==> config.mk <==
export PLATFORM = sky130hd
export DESIGN_NAME = ccr_bank
export DESIGN_NICKNAME = d
export VERILOG_FILES = /design/src/include/ccr_pkg.sv /design/src/rtl/ccr_bank.sv
export VERILOG_INCLUDE_DIRS = /design/src /design/src/include
export SDC_FILE = /design/constraint.sdc
export NUM_CORES = 1
export LEC_CHECK = 0
export CAP_MARGIN = 20
export CORE_AREA = 5 5 100 149
export CTS_CLUSTER_DIAMETER = 40
export DETAILED_ROUTE_END_ITERATION = 6
export DIE_AREA = 0 0 105 154
export DONT_BUFFER_PORTS = 1
export PLACE_DENSITY = 0.36
export SLEW_MARGIN = 20
export SYNTH_ARGS = -nofsm -noshare
export SYNTH_HDL_FRONTEND = slang
export SYNTH_SLANG_ARGS = --single-unit
==> constraint.sdc <==
create_clock -name i_clk -period 2.9 [get_ports i_clk]
set_input_delay 0.145 -clock i_clk [delete_from_list [all_inputs] [get_ports i_clk]]
set_output_delay 0.145 -clock i_clk [all_outputs]
set_load 0.05 [all_outputs]
==> src/include/ccr_map.svh <==
// register offsets, field positions and reset values of the calibration bank
`ifndef CCR_MAP_SVH
`define CCR_MAP_SVH

// ============================================================
// register indices (byte address is four times the index)
`define CCR_IDX_CTRL_TWO   8'h61
`define CCR_IDX_RING_GAIN  8'h62
`define CCR_IDX_TIP_GAIN   8'h63
`define CCR_IDX_DIFF_GAIN  8'h64
`define CCR_IDX_COMM_GAIN  8'h65
`define CCR_IDX_CUR_LIMIT  8'h66
`define CCR_IDX_MON_OFFSET 8'h67
`define CCR_IDX_ANA_POLAR  8'h68
`define CCR_IDX_DAC_OFFSET 8'h69
`define CCR_IDX_PEAK_CUR   8'h6b

// ============================================================
// reset values
`define CCR_RST_CTRL_TWO   8'h1f
`define CCR_RST_RING_GAIN  8'h10
`define CCR_RST_TIP_GAIN   8'h10
`define CCR_RST_DIFF_GAIN  8'h11
`define CCR_RST_COMM_GAIN  8'h11
`define CCR_RST_CUR_LIMIT  8'h08
`define CCR_RST_MON_OFFSET 8'h88
`define CCR_RST_ANA_POLAR  8'h00
`define CCR_RST_DAC_OFFSET 8'h00
`define CCR_RST_PEAK_CUR   8'h08

// ============================================================
// field positions
`define CCR_CAL_COUNT      5
`define CCR_GAIN_MSB       4
`define CCR_NIB_MSB        3
`define CCR_MON_ONE_LSB    4
`define CCR_POL_DAC_LSB    2
`define CCR_MIN_ADDR_W     10

`endif

==> src/include/ccr_pkg.sv <==
// types shared by the calibration control and result bank
`default_nettype none

package ccr_pkg;

  // ============================================================
  // bit position of each calibration go bit in the control register
  typedef enum logic [2:0]
  {
    ccr_cal_balance = 3'h0,  // longitudinal balance
    ccr_cal_adc     = 3'h1,  // audio adc offset
    ccr_cal_dac     = 3'h2,  // audio dac offset
    ccr_cal_mon_two = 3'h3,  // second monitor adc
    ccr_cal_mon_one = 3'h4   // first monitor adc
  } ccr_cal_e;

  typedef logic [7:0] ccr_byte_t;  // one register of the bank

endpackage

`default_nettype wire

==> src/rtl/ccr_bank.sv <==
// calibration control and result register bank behind an avalon-mm slave
//
// Operation
// - bit 4 runs first monitor adc calibration
// - bit 3 runs second monitor adc calibration
// - writing bit 2 starts audio dac offset
// - writing bit 1 starts audio adc offset
// - writing bit 0 starts longitudinal balance calibration
// - go bit reads one until calibration done
// - ring mismatch result, five bits read/write
// - tip mismatch result, five bits read/write
// - differential gain result, five bits read/write
// - common mode gain result, five bits
// - current limit result, four bits read/write
// - monitor offsets: one high nibble, two low
// - polarity bits: dac pos/neg, adc pos/neg
// - audio dac offset result, full byte
// - peak current monitor result, four bits
`include "ccr_map.svh"
`default_nettype none

module ccr_bank #(
  parameter int ADDR_W = 10  // byte address width of the slave
) (
  input  wire logic              i_clk,             // 20 mhz clock
  input  wire logic              i_rst,             // synchronous reset, active high
  input  wire logic [ADDR_W-1:0] i_avs_address,     // byte address
  input  wire logic              i_avs_read,        // read request
  input  wire logic              i_avs_write,       // write request
  input  wire logic [31:0]       i_avs_writedata,   // write data
  input  wire logic [3:0]        i_avs_byteenable,  // byte lanes, lane 0 carries data
  output logic [31:0]            o_avs_readdata,    // registered read data
  output logic                   o_avs_waitrequest, // stall request
  output logic [4:0]             o_cal_go,          // calibration enable levels
  input  wire logic [4:0]        i_cal_done,        // one-cycle done pulses from engines
  input  wire logic [3:0]        i_mon_one_result,  // first monitor offset outcome
  input  wire logic [3:0]        i_mon_two_result,  // second monitor offset outcome
  input  wire logic [7:0]        i_dac_result,      // audio dac offset outcome
  input  wire logic [1:0]        i_dac_polarity,    // dac offset polarity outcome
  input  wire logic [1:0]        i_adc_polarity     // adc offset polarity outcome
);

  // ============================================================
  // elaboration checks
  if (ADDR_W < `CCR_MIN_ADDR_W)
  begin : g_bad_addr
    $error("address too narrow for the bank");
  end

  // ============================================================
  // decode helpers
  // a register hit is an exact index match on the word address
  function automatic logic hit(input logic [7:0] idx, input logic [7:0] target);
    hit = (idx == target);
  endfunction

  logic [7:0]  word_idx;    // word index of the request
  logic        upper_zero;  // address bits above the bank are clear
  logic        wr_en;       // a write that lands in lane 0
  logic        rd_ack;      // read answer stands this cycle
  ccr_pkg::ccr_byte_t next_read;  // read mux output

  assign word_idx   = i_avs_address[9:2];
  assign upper_zero = ((i_avs_address >> 10) == '0);
  // writes need lane 0; upper lanes hold only reserved bits
  assign wr_en      = i_avs_write & i_avs_byteenable[0] & upper_zero;

  // ============================================================
  // register storage
  logic [4:0] go;         // calibration go bits
  logic [4:0] ring_mismatch_value;
  logic [4:0] tip_mismatch_value;
  logic [4:0] diff_gain_value;
  logic [4:0] common_gain_value;
  logic [3:0] current_limit_value;
  logic [3:0] monitor_offset_one_value;
  logic [3:0] monitor_offset_two_value;
  logic [3:0] polarity;   // dac pos, dac neg, adc pos, adc neg
  logic [7:0] audio_dac_offset_value;
  logic [3:0] peak_current_monitor_value;

  logic [4:0] go_set;     // software start per bit
  logic [4:0] go_done;    // engine finish while running

  // ============================================================
  // calibration go bits, one flop each
  // a start written in the cycle of a done keeps the bit set,
  // so a fresh request is never lost behind the old completion
  for (genvar g = 0; g < `CCR_CAL_COUNT; g++)
  begin : g_go
    localparam logic [7:0] RST_V = `CCR_RST_CTRL_TWO;
    assign go_set[g]  = wr_en & hit(word_idx, `CCR_IDX_CTRL_TWO) & i_avs_writedata[g];
    assign go_done[g] = go[g] & i_cal_done[g];

    always_ff @(posedge i_clk)
    begin
      if (i_rst)
        go[g] <= RST_V[g];
      else if (go_set[g])       // start
        go[g] <= 1'b1;
      else if (go_done[g])      // finished, back to normal
        go[g] <= 1'b0;
    end
  end

  // engines see the go levels directly
  assign o_cal_go = go;

  // ============================================================
  // plain read/write results from the first control register's
  // calibrations; their engines are outside this bank
  always_ff @(posedge i_clk)
  begin
    if (i_rst)
    begin
      ring_mismatch_value <= 5'(`CCR_RST_RING_GAIN);
      tip_mismatch_value  <= 5'(`CCR_RST_TIP_GAIN);
      diff_gain_value     <= 5'(`CCR_RST_DIFF_GAIN);
      common_gain_value   <= 5'(`CCR_RST_COMM_GAIN);
      current_limit_value <= 4'(`CCR_RST_CUR_LIMIT);
      peak_current_monitor_value <= 4'(`CCR_RST_PEAK_CUR);
    end
    else if (wr_en)
    begin
      // only the documented field is stored; upper bits dropped
      if (hit(word_idx, `CCR_IDX_RING_GAIN))
        ring_mismatch_value <= i_avs_writedata[`CCR_GAIN_MSB:0];
      if (hit(word_idx, `CCR_IDX_TIP_GAIN))
        tip_mismatch_value <= i_avs_writedata[`CCR_GAIN_MSB:0];
      if (hit(word_idx, `CCR_IDX_DIFF_GAIN))
        diff_gain_value <= i_avs_writedata[`CCR_GAIN_MSB:0];
      if (hit(word_idx, `CCR_IDX_COMM_GAIN))
        common_gain_value <= i_avs_writedata[`CCR_GAIN_MSB:0];
      if (hit(word_idx, `CCR_IDX_CUR_LIMIT))
        current_limit_value <= i_avs_writedata[`CCR_NIB_MSB:0];
      if (hit(word_idx, `CCR_IDX_PEAK_CUR))
        peak_current_monitor_value <= i_avs_writedata[`CCR_NIB_MSB:0];
    end
  end

  // ============================================================
  // monitor adc offsets, loaded by software or by the engines
  // an engine outcome beats a software write in the same cycle,
  // since the outcome is the fresher measurement
  always_ff @(posedge i_clk)
  begin
    if (i_rst)
    begin
      monitor_offset_one_value <= 4'(`CCR_RST_MON_OFFSET >> `CCR_MON_ONE_LSB);
      monitor_offset_two_value <= 4'(`CCR_RST_MON_OFFSET);
    end
    else
    begin
      if (go_done[ccr_pkg::ccr_cal_mon_one])   // loaded on the clearing edge
        monitor_offset_one_value <= i_mon_one_result;
      else if (wr_en && hit(word_idx, `CCR_IDX_MON_OFFSET))
        monitor_offset_one_value <= i_avs_writedata[7:4];
      if (go_done[ccr_pkg::ccr_cal_mon_two])
        monitor_offset_two_value <= i_mon_two_result;
      else if (wr_en && hit(word_idx, `CCR_IDX_MON_OFFSET))
        monitor_offset_two_value <= i_avs_writedata[3:0];
    end
  end

  // ============================================================
  // analog offset polarity bits
  always_ff @(posedge i_clk)
  begin
    if (i_rst)
      polarity <= 4'(`CCR_RST_ANA_POLAR);
    else
    begin
      if (go_done[ccr_pkg::ccr_cal_dac])
        polarity[3:2] <= i_dac_polarity;
      else if (wr_en && hit(word_idx, `CCR_IDX_ANA_POLAR))
        polarity[3:2] <= i_avs_writedata[3:2];
      if (go_done[ccr_pkg::ccr_cal_adc])
        polarity[1:0] <= i_adc_polarity;
      else if (wr_en && hit(word_idx, `CCR_IDX_ANA_POLAR))
        polarity[1:0] <= i_avs_writedata[1:0];
    end
  end

  // ============================================================
  // audio dac offset result
  always_ff @(posedge i_clk)
  begin
    if (i_rst)
      audio_dac_offset_value <= `CCR_RST_DAC_OFFSET;
    else if (go_done[ccr_pkg::ccr_cal_dac])
      audio_dac_offset_value <= i_dac_result;
    else if (wr_en && hit(word_idx, `CCR_IDX_DAC_OFFSET))
      audio_dac_offset_value <= i_avs_writedata[7:0];
  end

  // ============================================================
  // read mux, reserved bits padded with zero
  always_comb
  begin
    next_read = '0;
    if (upper_zero)
    begin
      case (word_idx)
        `CCR_IDX_CTRL_TWO:   next_read = {3'h0, go};
        `CCR_IDX_RING_GAIN:  next_read = {3'h0, ring_mismatch_value};
        `CCR_IDX_TIP_GAIN:   next_read = {3'h0, tip_mismatch_value};
        `CCR_IDX_DIFF_GAIN:  next_read = {3'h0, diff_gain_value};
        `CCR_IDX_COMM_GAIN:  next_read = {3'h0, common_gain_value};
        `CCR_IDX_CUR_LIMIT:  next_read = {4'h0, current_limit_value};
        `CCR_IDX_MON_OFFSET: next_read = {monitor_offset_one_value, monitor_offset_two_value};
        `CCR_IDX_ANA_POLAR:  next_read = {4'h0, polarity};
        `CCR_IDX_DAC_OFFSET: next_read = audio_dac_offset_value;
        `CCR_IDX_PEAK_CUR:   next_read = {4'h0, peak_current_monitor_value};
        default:             next_read = '0;  // unmapped reads zero
      endcase
    end
  end

  // ============================================================
  // read handshake: one wait cycle, then data from a flop
  // writes never wait; reads cost one stall so data is registered
  always_ff @(posedge i_clk)
  begin
    if (i_rst)
      rd_ack <= 1'b0;
    else
      rd_ack <= i_avs_read & ~rd_ack;
  end

  always_ff @(posedge i_clk)
  begin
    if (i_rst)
      o_avs_readdata <= '0;
    else if (i_avs_read && !rd_ack)
      o_avs_readdata <= {24'h0, next_read};   // upper lanes reserved
  end

  assign o_avs_waitrequest = i_avs_read & ~rd_ack;
endmodule

`default_nettype wire

# ---- After elaboration in Yosys (flattened, before gate mapping)
# Cells that the tools add are included.
dict set report op_classes {
  eq_ne 10
  muxes 11
  bitwise 14
  reduce_logical 21
}
# op n
set ops {}
lappend ops {{equality test 8 x 7 -> 1 bit, second input constant} 10}
lappend ops {{case mux 8 bit (10 select lines)} 1}
lappend ops {{2-to-1 mux 4 bit} 4}
lappend ops {{2-to-1 mux 8 bit} 2}
lappend ops {{AND 1 bit} 13}
lappend ops {{AND reduction 2 bit} 6}
lappend ops {{nonzero test 2 bit} 5}
lappend ops {{OR reduction 2 bit} 5}
lappend ops {{2-to-1 mux 2 bit} 4}
lappend ops {{logical AND 1 bit} 4}
lappend ops {{logical NOT 1 bit} 1}
lappend ops {{NOT 1 bit} 1}
dict set report word_totals {
  regBits 62
  inputBits 75
  wordCells 74
}

# ---- Logic depth before layout (Yosys ltp)
dict set report logic_depth {
  word_depth 4
  depth_mapped 6
}

# ---- Worst setup path before layout
# No wires, ideal clock.
dict set report synth_path {
  kind {flip-flop to flip-flop}
  start {reg go[2] (netlist: o_cal_go[2])}
  end {reg audio_dac_offset_value[6]}
  setup_ns 0.091
  arrival_ns 1.434
  t_required_ns 2.809
  path_slack_ns 1.375
  stages_incl_launch_ff 6
  path_buffers 1
  cell_sequence {dfxtp_1 -> nand2_1 -> o31ai_4 -> buf_4 -> nor2_1 -> a311oi_1}
}
dict set report synth_via {
  elab_chain_cells 2
  elab_cells_between_ends 3
  cone_classes {mux (1); bitwise (1); reduce/logical (1)}
}
# element line_no
set synth_rtl {}
lappend synth_rtl {{start: declaration} ccr_bank.sv:70} ;# logic [4:0] go;
lappend synth_rtl {{start signal: indexed assignment} ccr_bank.sv:98} ;# go[g] <= RST_V[g];
lappend synth_rtl {{AND 1 bit *} ccr_bank.sv:93} ;# assign go_done[g] = go[g] & i_cal_done[g];
lappend synth_rtl {{2-to-1 mux 8 bit / nonzero test 2 bit (equally long branches)} --}
lappend synth_rtl {{end signal: assignment} ccr_bank.sv:189} ;# audio_dac_offset_value <= `CCR_RST_DAC_OFFSET;
lappend synth_rtl {{end signal: assignment} ccr_bank.sv:191} ;# audio_dac_offset_value <= i_dac_result;
lappend synth_rtl {{end signal: assignment} ccr_bank.sv:193} ;# audio_dac_offset_value <= i_avs_writedata[7:0];
lappend synth_rtl {{end: declaration} ccr_bank.sv:79} ;# logic [7:0] audio_dac_offset_value;
# Mark *: on every way between the ends. The rest lies on a longest branch, timed or not.
# A chain may end at the register's enable or synchronous reset.

# ---- Final worst setup path
dict set report layout_path {
  start {reg go[3] (netlist: o_cal_go[3])}
  end {reg monitor_offset_two_value[3]}
}
dict set report layout_via {
  elab_chain_cells 2
  elab_cells_between_ends 3
  cone_classes {mux (1); bitwise (1); reduce/logical (1)}
}
# element line_no
set layout_rtl {}
lappend layout_rtl {{AND 1 bit *} ccr_bank.sv:93}
lappend layout_rtl {{2-to-1 mux 4 bit / nonzero test 2 bit (equally long branches)} --}
lappend layout_rtl {{end signal: assignment} ccr_bank.sv:150} ;# monitor_offset_two_value <= 4'(`CCR_RST_MON_OFFSET);
lappend layout_rtl {{end signal: assignment} ccr_bank.sv:159} ;# monitor_offset_two_value <= i_mon_two_result;
lappend layout_rtl {{end signal: assignment} ccr_bank.sv:161} ;# monitor_offset_two_value <= i_avs_writedata[3:0];
lappend layout_rtl {{end: declaration} ccr_bank.sv:77} ;# logic [3:0] monitor_offset_two_value;
# Marked as above.

==> impl_results.html <==
<table>
<tr><th>Metric</th><th>Value</th></tr>
<tr><th colspan="2">Timing</th></tr>
<tr><td>Headroom to the max-slew limit</td><td>0.514</td></tr>
<tr><td>Final setup skew</td><td>0.00604 ns</td></tr>
<tr><td>Unrepaired setup endpoints after global routing</td><td>false</td></tr>
<tr><td>Minimum clock period</td><td>2.00 ns</td></tr>
<tr><td>FMAX</td><td>500 MHz</td></tr>
<tr><td>Crit share post-route</td><td>0.690</td></tr>
<tr><td>Sum of negative setup slack</td><td>0 ns</td></tr>
<tr><td>Worst Hold Margin</td><td>0.00623 ns</td></tr>
<tr><td>Transition time at the pin with the least slew margin</td><td>0.726 ns</td></tr>
<tr><td>Final count of negative-setup-slack endpoints</td><td>0</td></tr>
<tr><td>Number of failing hold endpoints at the final stage</td><td>0</td></tr>
<tr><td>Final Max Slew Viols</td><td>0</td></tr>
<tr><th colspan="2">Worst setup path</th></tr>
<tr><td>Biggest fanout along the worst timing path</td><td>7</td></tr>
<tr><td>Crit path max-delay cell type</td><td>dfxtp_1</td></tr>
<tr><td>Worst Setup End Kind</td><td>register</td></tr>
<tr><td>Worst Setup Start Kind</td><td>register</td></tr>
<tr><td>Cells along the critical path</td><td>nand2_1 -&gt; nor3_1 -&gt; a21oi_1 -&gt; dlygate4sd3_1</td></tr>
<tr><td>Worst r2r src</td><td>o_cal_go[3]</td></tr>
<tr><td>Data arrival time of the critical path</td><td>2.22 ns</td></tr>
<tr><td>CP Launch Point</td><td>o_cal_go[3]</td></tr>
<tr><td>Maximum cell stage delay along the critical path</td><td>0.74 ns</td></tr>
<tr><td>Cell depth of the worst flop-to-flop path</td><td>4</td></tr>
<tr><td>Data required time of the worst path</td><td>3.12 ns</td></tr>
<tr><td>Category of the critical setup timing path</td><td>reg2reg</td></tr>
<tr><th colspan="2">Place</th></tr>
<tr><td>Port buffer count</td><td>0</td></tr>
<tr><td>Final Wtd Congestion</td><td>0.799</td></tr>
<tr><td>Estimated wirelength of the detail-placed design</td><td>7560 µm</td></tr>
<tr><td>Cell total after placement</td><td>502</td></tr>
<tr><td>Post-detailed-placement cell area</td><td>3290 µm²</td></tr>
<tr><th colspan="2">Synthesis</th></tr>
<tr><td>Number of warning messages in the yosys log</td><td>0</td></tr>
<tr><td>Post-synthesis sequential element count</td><td>62</td></tr>
<tr><td>Fraction of synthesized cell area taken by the top area cell type</td><td>0.378</td></tr>
<tr><td>Leading area contributor after synthesis</td><td>dfxtp_1</td></tr>
<tr><td>Post-synthesis instance area</td><td>3280 µm²</td></tr>
<tr><td>EDFF count, synth</td><td>0</td></tr>
<tr><td>Synth async-reset ratio</td><td>0</td></tr>
<tr><td>Synth unique cells</td><td>48</td></tr>
<tr><td>Dominant synthesized flop cell</td><td>dfxtp_1</td></tr>
<tr><td>Commonest cells in the netlist</td><td>dfxtp_1, nor2_1, mux2i_1, nand2_1, buf_4</td></tr>
<tr><td>Cells after Synth</td><td>367</td></tr>
<tr><td>Avg Synthesized Cell Area</td><td>8.95 µm²</td></tr>
<tr><td>Register area share after synthesis</td><td>0.378</td></tr>
<tr><td>Biggest area contributors in the synthesized netlist</td><td>dfxtp_1, mux2i_1, buf_4</td></tr>
<tr><td>Library cell with the highest instance count after synthesis</td><td>dfxtp_1</td></tr>
<tr><th colspan="2">CTS</th></tr>
<tr><td>CTS H-Tree Depth</td><td>3</td></tr>
<tr><td>Total clock buffers created by CTS</td><td>9</td></tr>
<tr><td>Clock latency at the later pin of the worst-skew pair</td><td>0.33 ns</td></tr>
<tr><td>CTS sink cnt</td><td>62</td></tr>
<tr><td>Buffer cell driving the clock tree root</td><td>clkbuf_16</td></tr>
<tr><td>Number of gates resized after cts</td><td>0</td></tr>
<tr><td>Clock transition time at the flip-flop clock pins of the worst setup and hold paths</td><td>0.05 ns</td></tr>
<tr><td>CTS tree</td><td>done</td></tr>
<tr><td>Deepest clock path buffer count</td><td>2</td></tr>
<tr><th colspan="2">Global route</th></tr>
<tr><td>Largest net degree at the start of global routing</td><td>62</td></tr>
<tr><td>First-pass GRT wire length</td><td>16900 µm</td></tr>
<tr><td>Leftover overflow at the end of global routing</td><td>0</td></tr>
<tr><td>Number of antenna violations at the first check in global routing</td><td>0</td></tr>
<tr><td>Combined global-route utilization of all metal layers</td><td>0.136</td></tr>
<tr><td>Number of global-route vias before repair</td><td>2748</td></tr>
<tr><th colspan="2">Min path</th></tr>
<tr><td>Kind of path behind the tightest hold check</td><td>in2reg</td></tr>
<tr><td>Source of the worst hold timing path</td><td>i_dac_result[0]</td></tr>
<tr><td>Cell depth of the worst min-delay path</td><td>2</td></tr>
<tr><th colspan="2">Floorplan</th></tr>
<tr><td>Width of the die</td><td>105 µm</td></tr>
<tr><td>Standard cell core area</td><td>13400 µm²</td></tr>
<tr><td>Number of placed I/O pins</td><td>113</td></tr>
<tr><td>Starting density of the core</td><td>0.245</td></tr>
<tr><td>Number of core rows</td><td>52</td></tr>
<tr><td>Total Die Area</td><td>16200 µm²</td></tr>
<tr><td>Height of the die</td><td>154 µm</td></tr>
<tr><th colspan="2">Detailed routing</th></tr>
<tr><td>Count of nets left with antenna violations after detail routing</td><td>0</td></tr>
<tr><td>Via count</td><td>2714</td></tr>
<tr><td>TritonRoute pass-1 iters</td><td>4</td></tr>
<tr><td>Number of design rule violations left after detail routing</td><td>0</td></tr>
<tr><td>DR vias/cell</td><td>4.98</td></tr>
<tr><td>Total routed wirelength</td><td>11000 µm</td></tr>
<tr><td>Detailed-route wire length per cell</td><td>20.2 µm</td></tr>
<tr><td>DRC marker count from the first detailed-route iteration</td><td>149</td></tr>
<tr><th colspan="2">Layout</th></tr>
<tr><td>Share of final-layout standard cells stronger than drive strength 1</td><td>0.0862</td></tr>
<tr><td>Area taken by multi-input logic gates</td><td>1790 µm²</td></tr>
<tr><td>FF/Latch Area</td><td>1240 µm²</td></tr>
<tr><td>Final std cells w/o fill</td><td>545</td></tr>
<tr><td>Net total in the final layout</td><td>453</td></tr>
<tr><td>Fill cell count</td><td>1434</td></tr>
<tr><td>Post-Layout Inst Area</td><td>3850 µm²</td></tr>
<tr><td>Total inserted antenna cells</td><td>0</td></tr>
<tr><td>Area growth syn-to-layout</td><td>17.1%</td></tr>
<tr><th colspan="2">Power and ir drop</th></tr>
<tr><td>Power Density</td><td>562 nW/µm²</td></tr>
<tr><td>Worst ir drop on vdd</td><td>0.202 mV</td></tr>
<tr><td>Leakage power figure</td><td>1.38 nW</td></tr>
<tr><th colspan="2">Run</th></tr>
<tr><td>Number of maximum-capacitance violations</td><td>0</td></tr>
<tr><th colspan="2">Status</th></tr>
<tr><td>Status</td><td>completed</td></tr>
</table>
==> power by group <==
part           internal [mW]  total, mW  switching, mW
sequential             0.881      0.913         0.0319
combinational         0.0865      0.264          0.178
clock                  0.597      0.986          0.389
total                   1.56       2.16          0.599
==> sequential cells by signal (all words and copies together) (netlist names), 4 cells and up <==
signal                      flops
tip_mismatch_value              5
peak_current_monitor_value      4
diff_gain_value                 5
current_limit_value             4
polarity                        4
common_gain_value               5
o_avs_readdata                  8
ring_mismatch_value             5
monitor_offset_one_value        4
o_cal_go                        5
audio_dac_offset_value          8
monitor_offset_two_value        4
==> stage by stage <==
stage           util  setup slack, ns  total power [mW]
6_report       0.287            0.900              2.16
5_1_grt        0.287            0.761              2.25
4_1_cts        0.287            0.869              2.20
3_5_place_dp   0.246            0.952              1.14
3_3_place_gp   0.246            0.950              1.14
2_1_floorplan      -             1.38              1.16
==> layout by cell type (no fill, tap or decap), drive strengths merged, types with 4 or more instances in the layout <==
master,synthesis,layout
a211oi,9,9
nand3,17,17
a221o,8,8
nand2,29,29
nand3b,6,6
conb,1,24
a311oi,14,14
nor2b,7,7
buf,34,4
a22o,4,4
mux2i,29,29
clkbuf,19,12
dfxtp,62,62
nor2,47,47
mux2,4,4
nand2b,4,4
o21ai,4,4
dlygate4sd3,0,26
inv,8,8
nor3,9,9
a221oi,4,4
a21oi,8,8
a211o,6,6
==> layer usage <==
metal,vias to the layer above,wire [µm],GRT usage
li1,1323,-,-
met1,1299,4370,0.157
met2,73,5750,0.235
met3,19,549,0.0315
met4,0,318,0.0622
met5,-,0,0
==> final timing paths <==
check,end,slack [ns]
min reg2reg,diff_gain_value[2],0.45
max reg2reg,monitor_offset_two_value[3],0.90
max,monitor_offset_two_value[3],0.90
min,audio_dac_offset_value[0],0.006
==> critical path, delay by kind of cell, from the launching register on <==
| family | cells | cell delay, ns |
|---|---|---|
| and+or+nand+nor | 2 | 0.55 |
| DFF | 1 | 0.74 |
| buffers and inverters | 1 | 0.55 |
| AOI/OAI and AO/OA | 1 | 0.05 |
==> kinds of logic after synthesis <==
group | after synthesis | share of synthesized area
AOI/OAI and AO/OA | 71 | 0.176
muxes | 36 | 0.123
DFF | 62 | 0.378
and+or+nand+nor | 136 | 0.218
other | 1 | 0.00114
buffers and inverters | 61 | 0.104
==> final cells by class <==
type,count,share of cell area
clock buffer,12,0.0641
clock inverter,4,0.00585
inverter,8,0.00780
multi-input combinational,267,0.466
sequential,62,0.323
tap,162,0.0527
timing repair buffer,30,0.0807
==> timing repair <==
action / CTS / global route
hold buffers: 27 / 0
hold endpoints to repair: 59 / 0
setup buffers: 0 / 0
(Power assumes the default switching activity.)
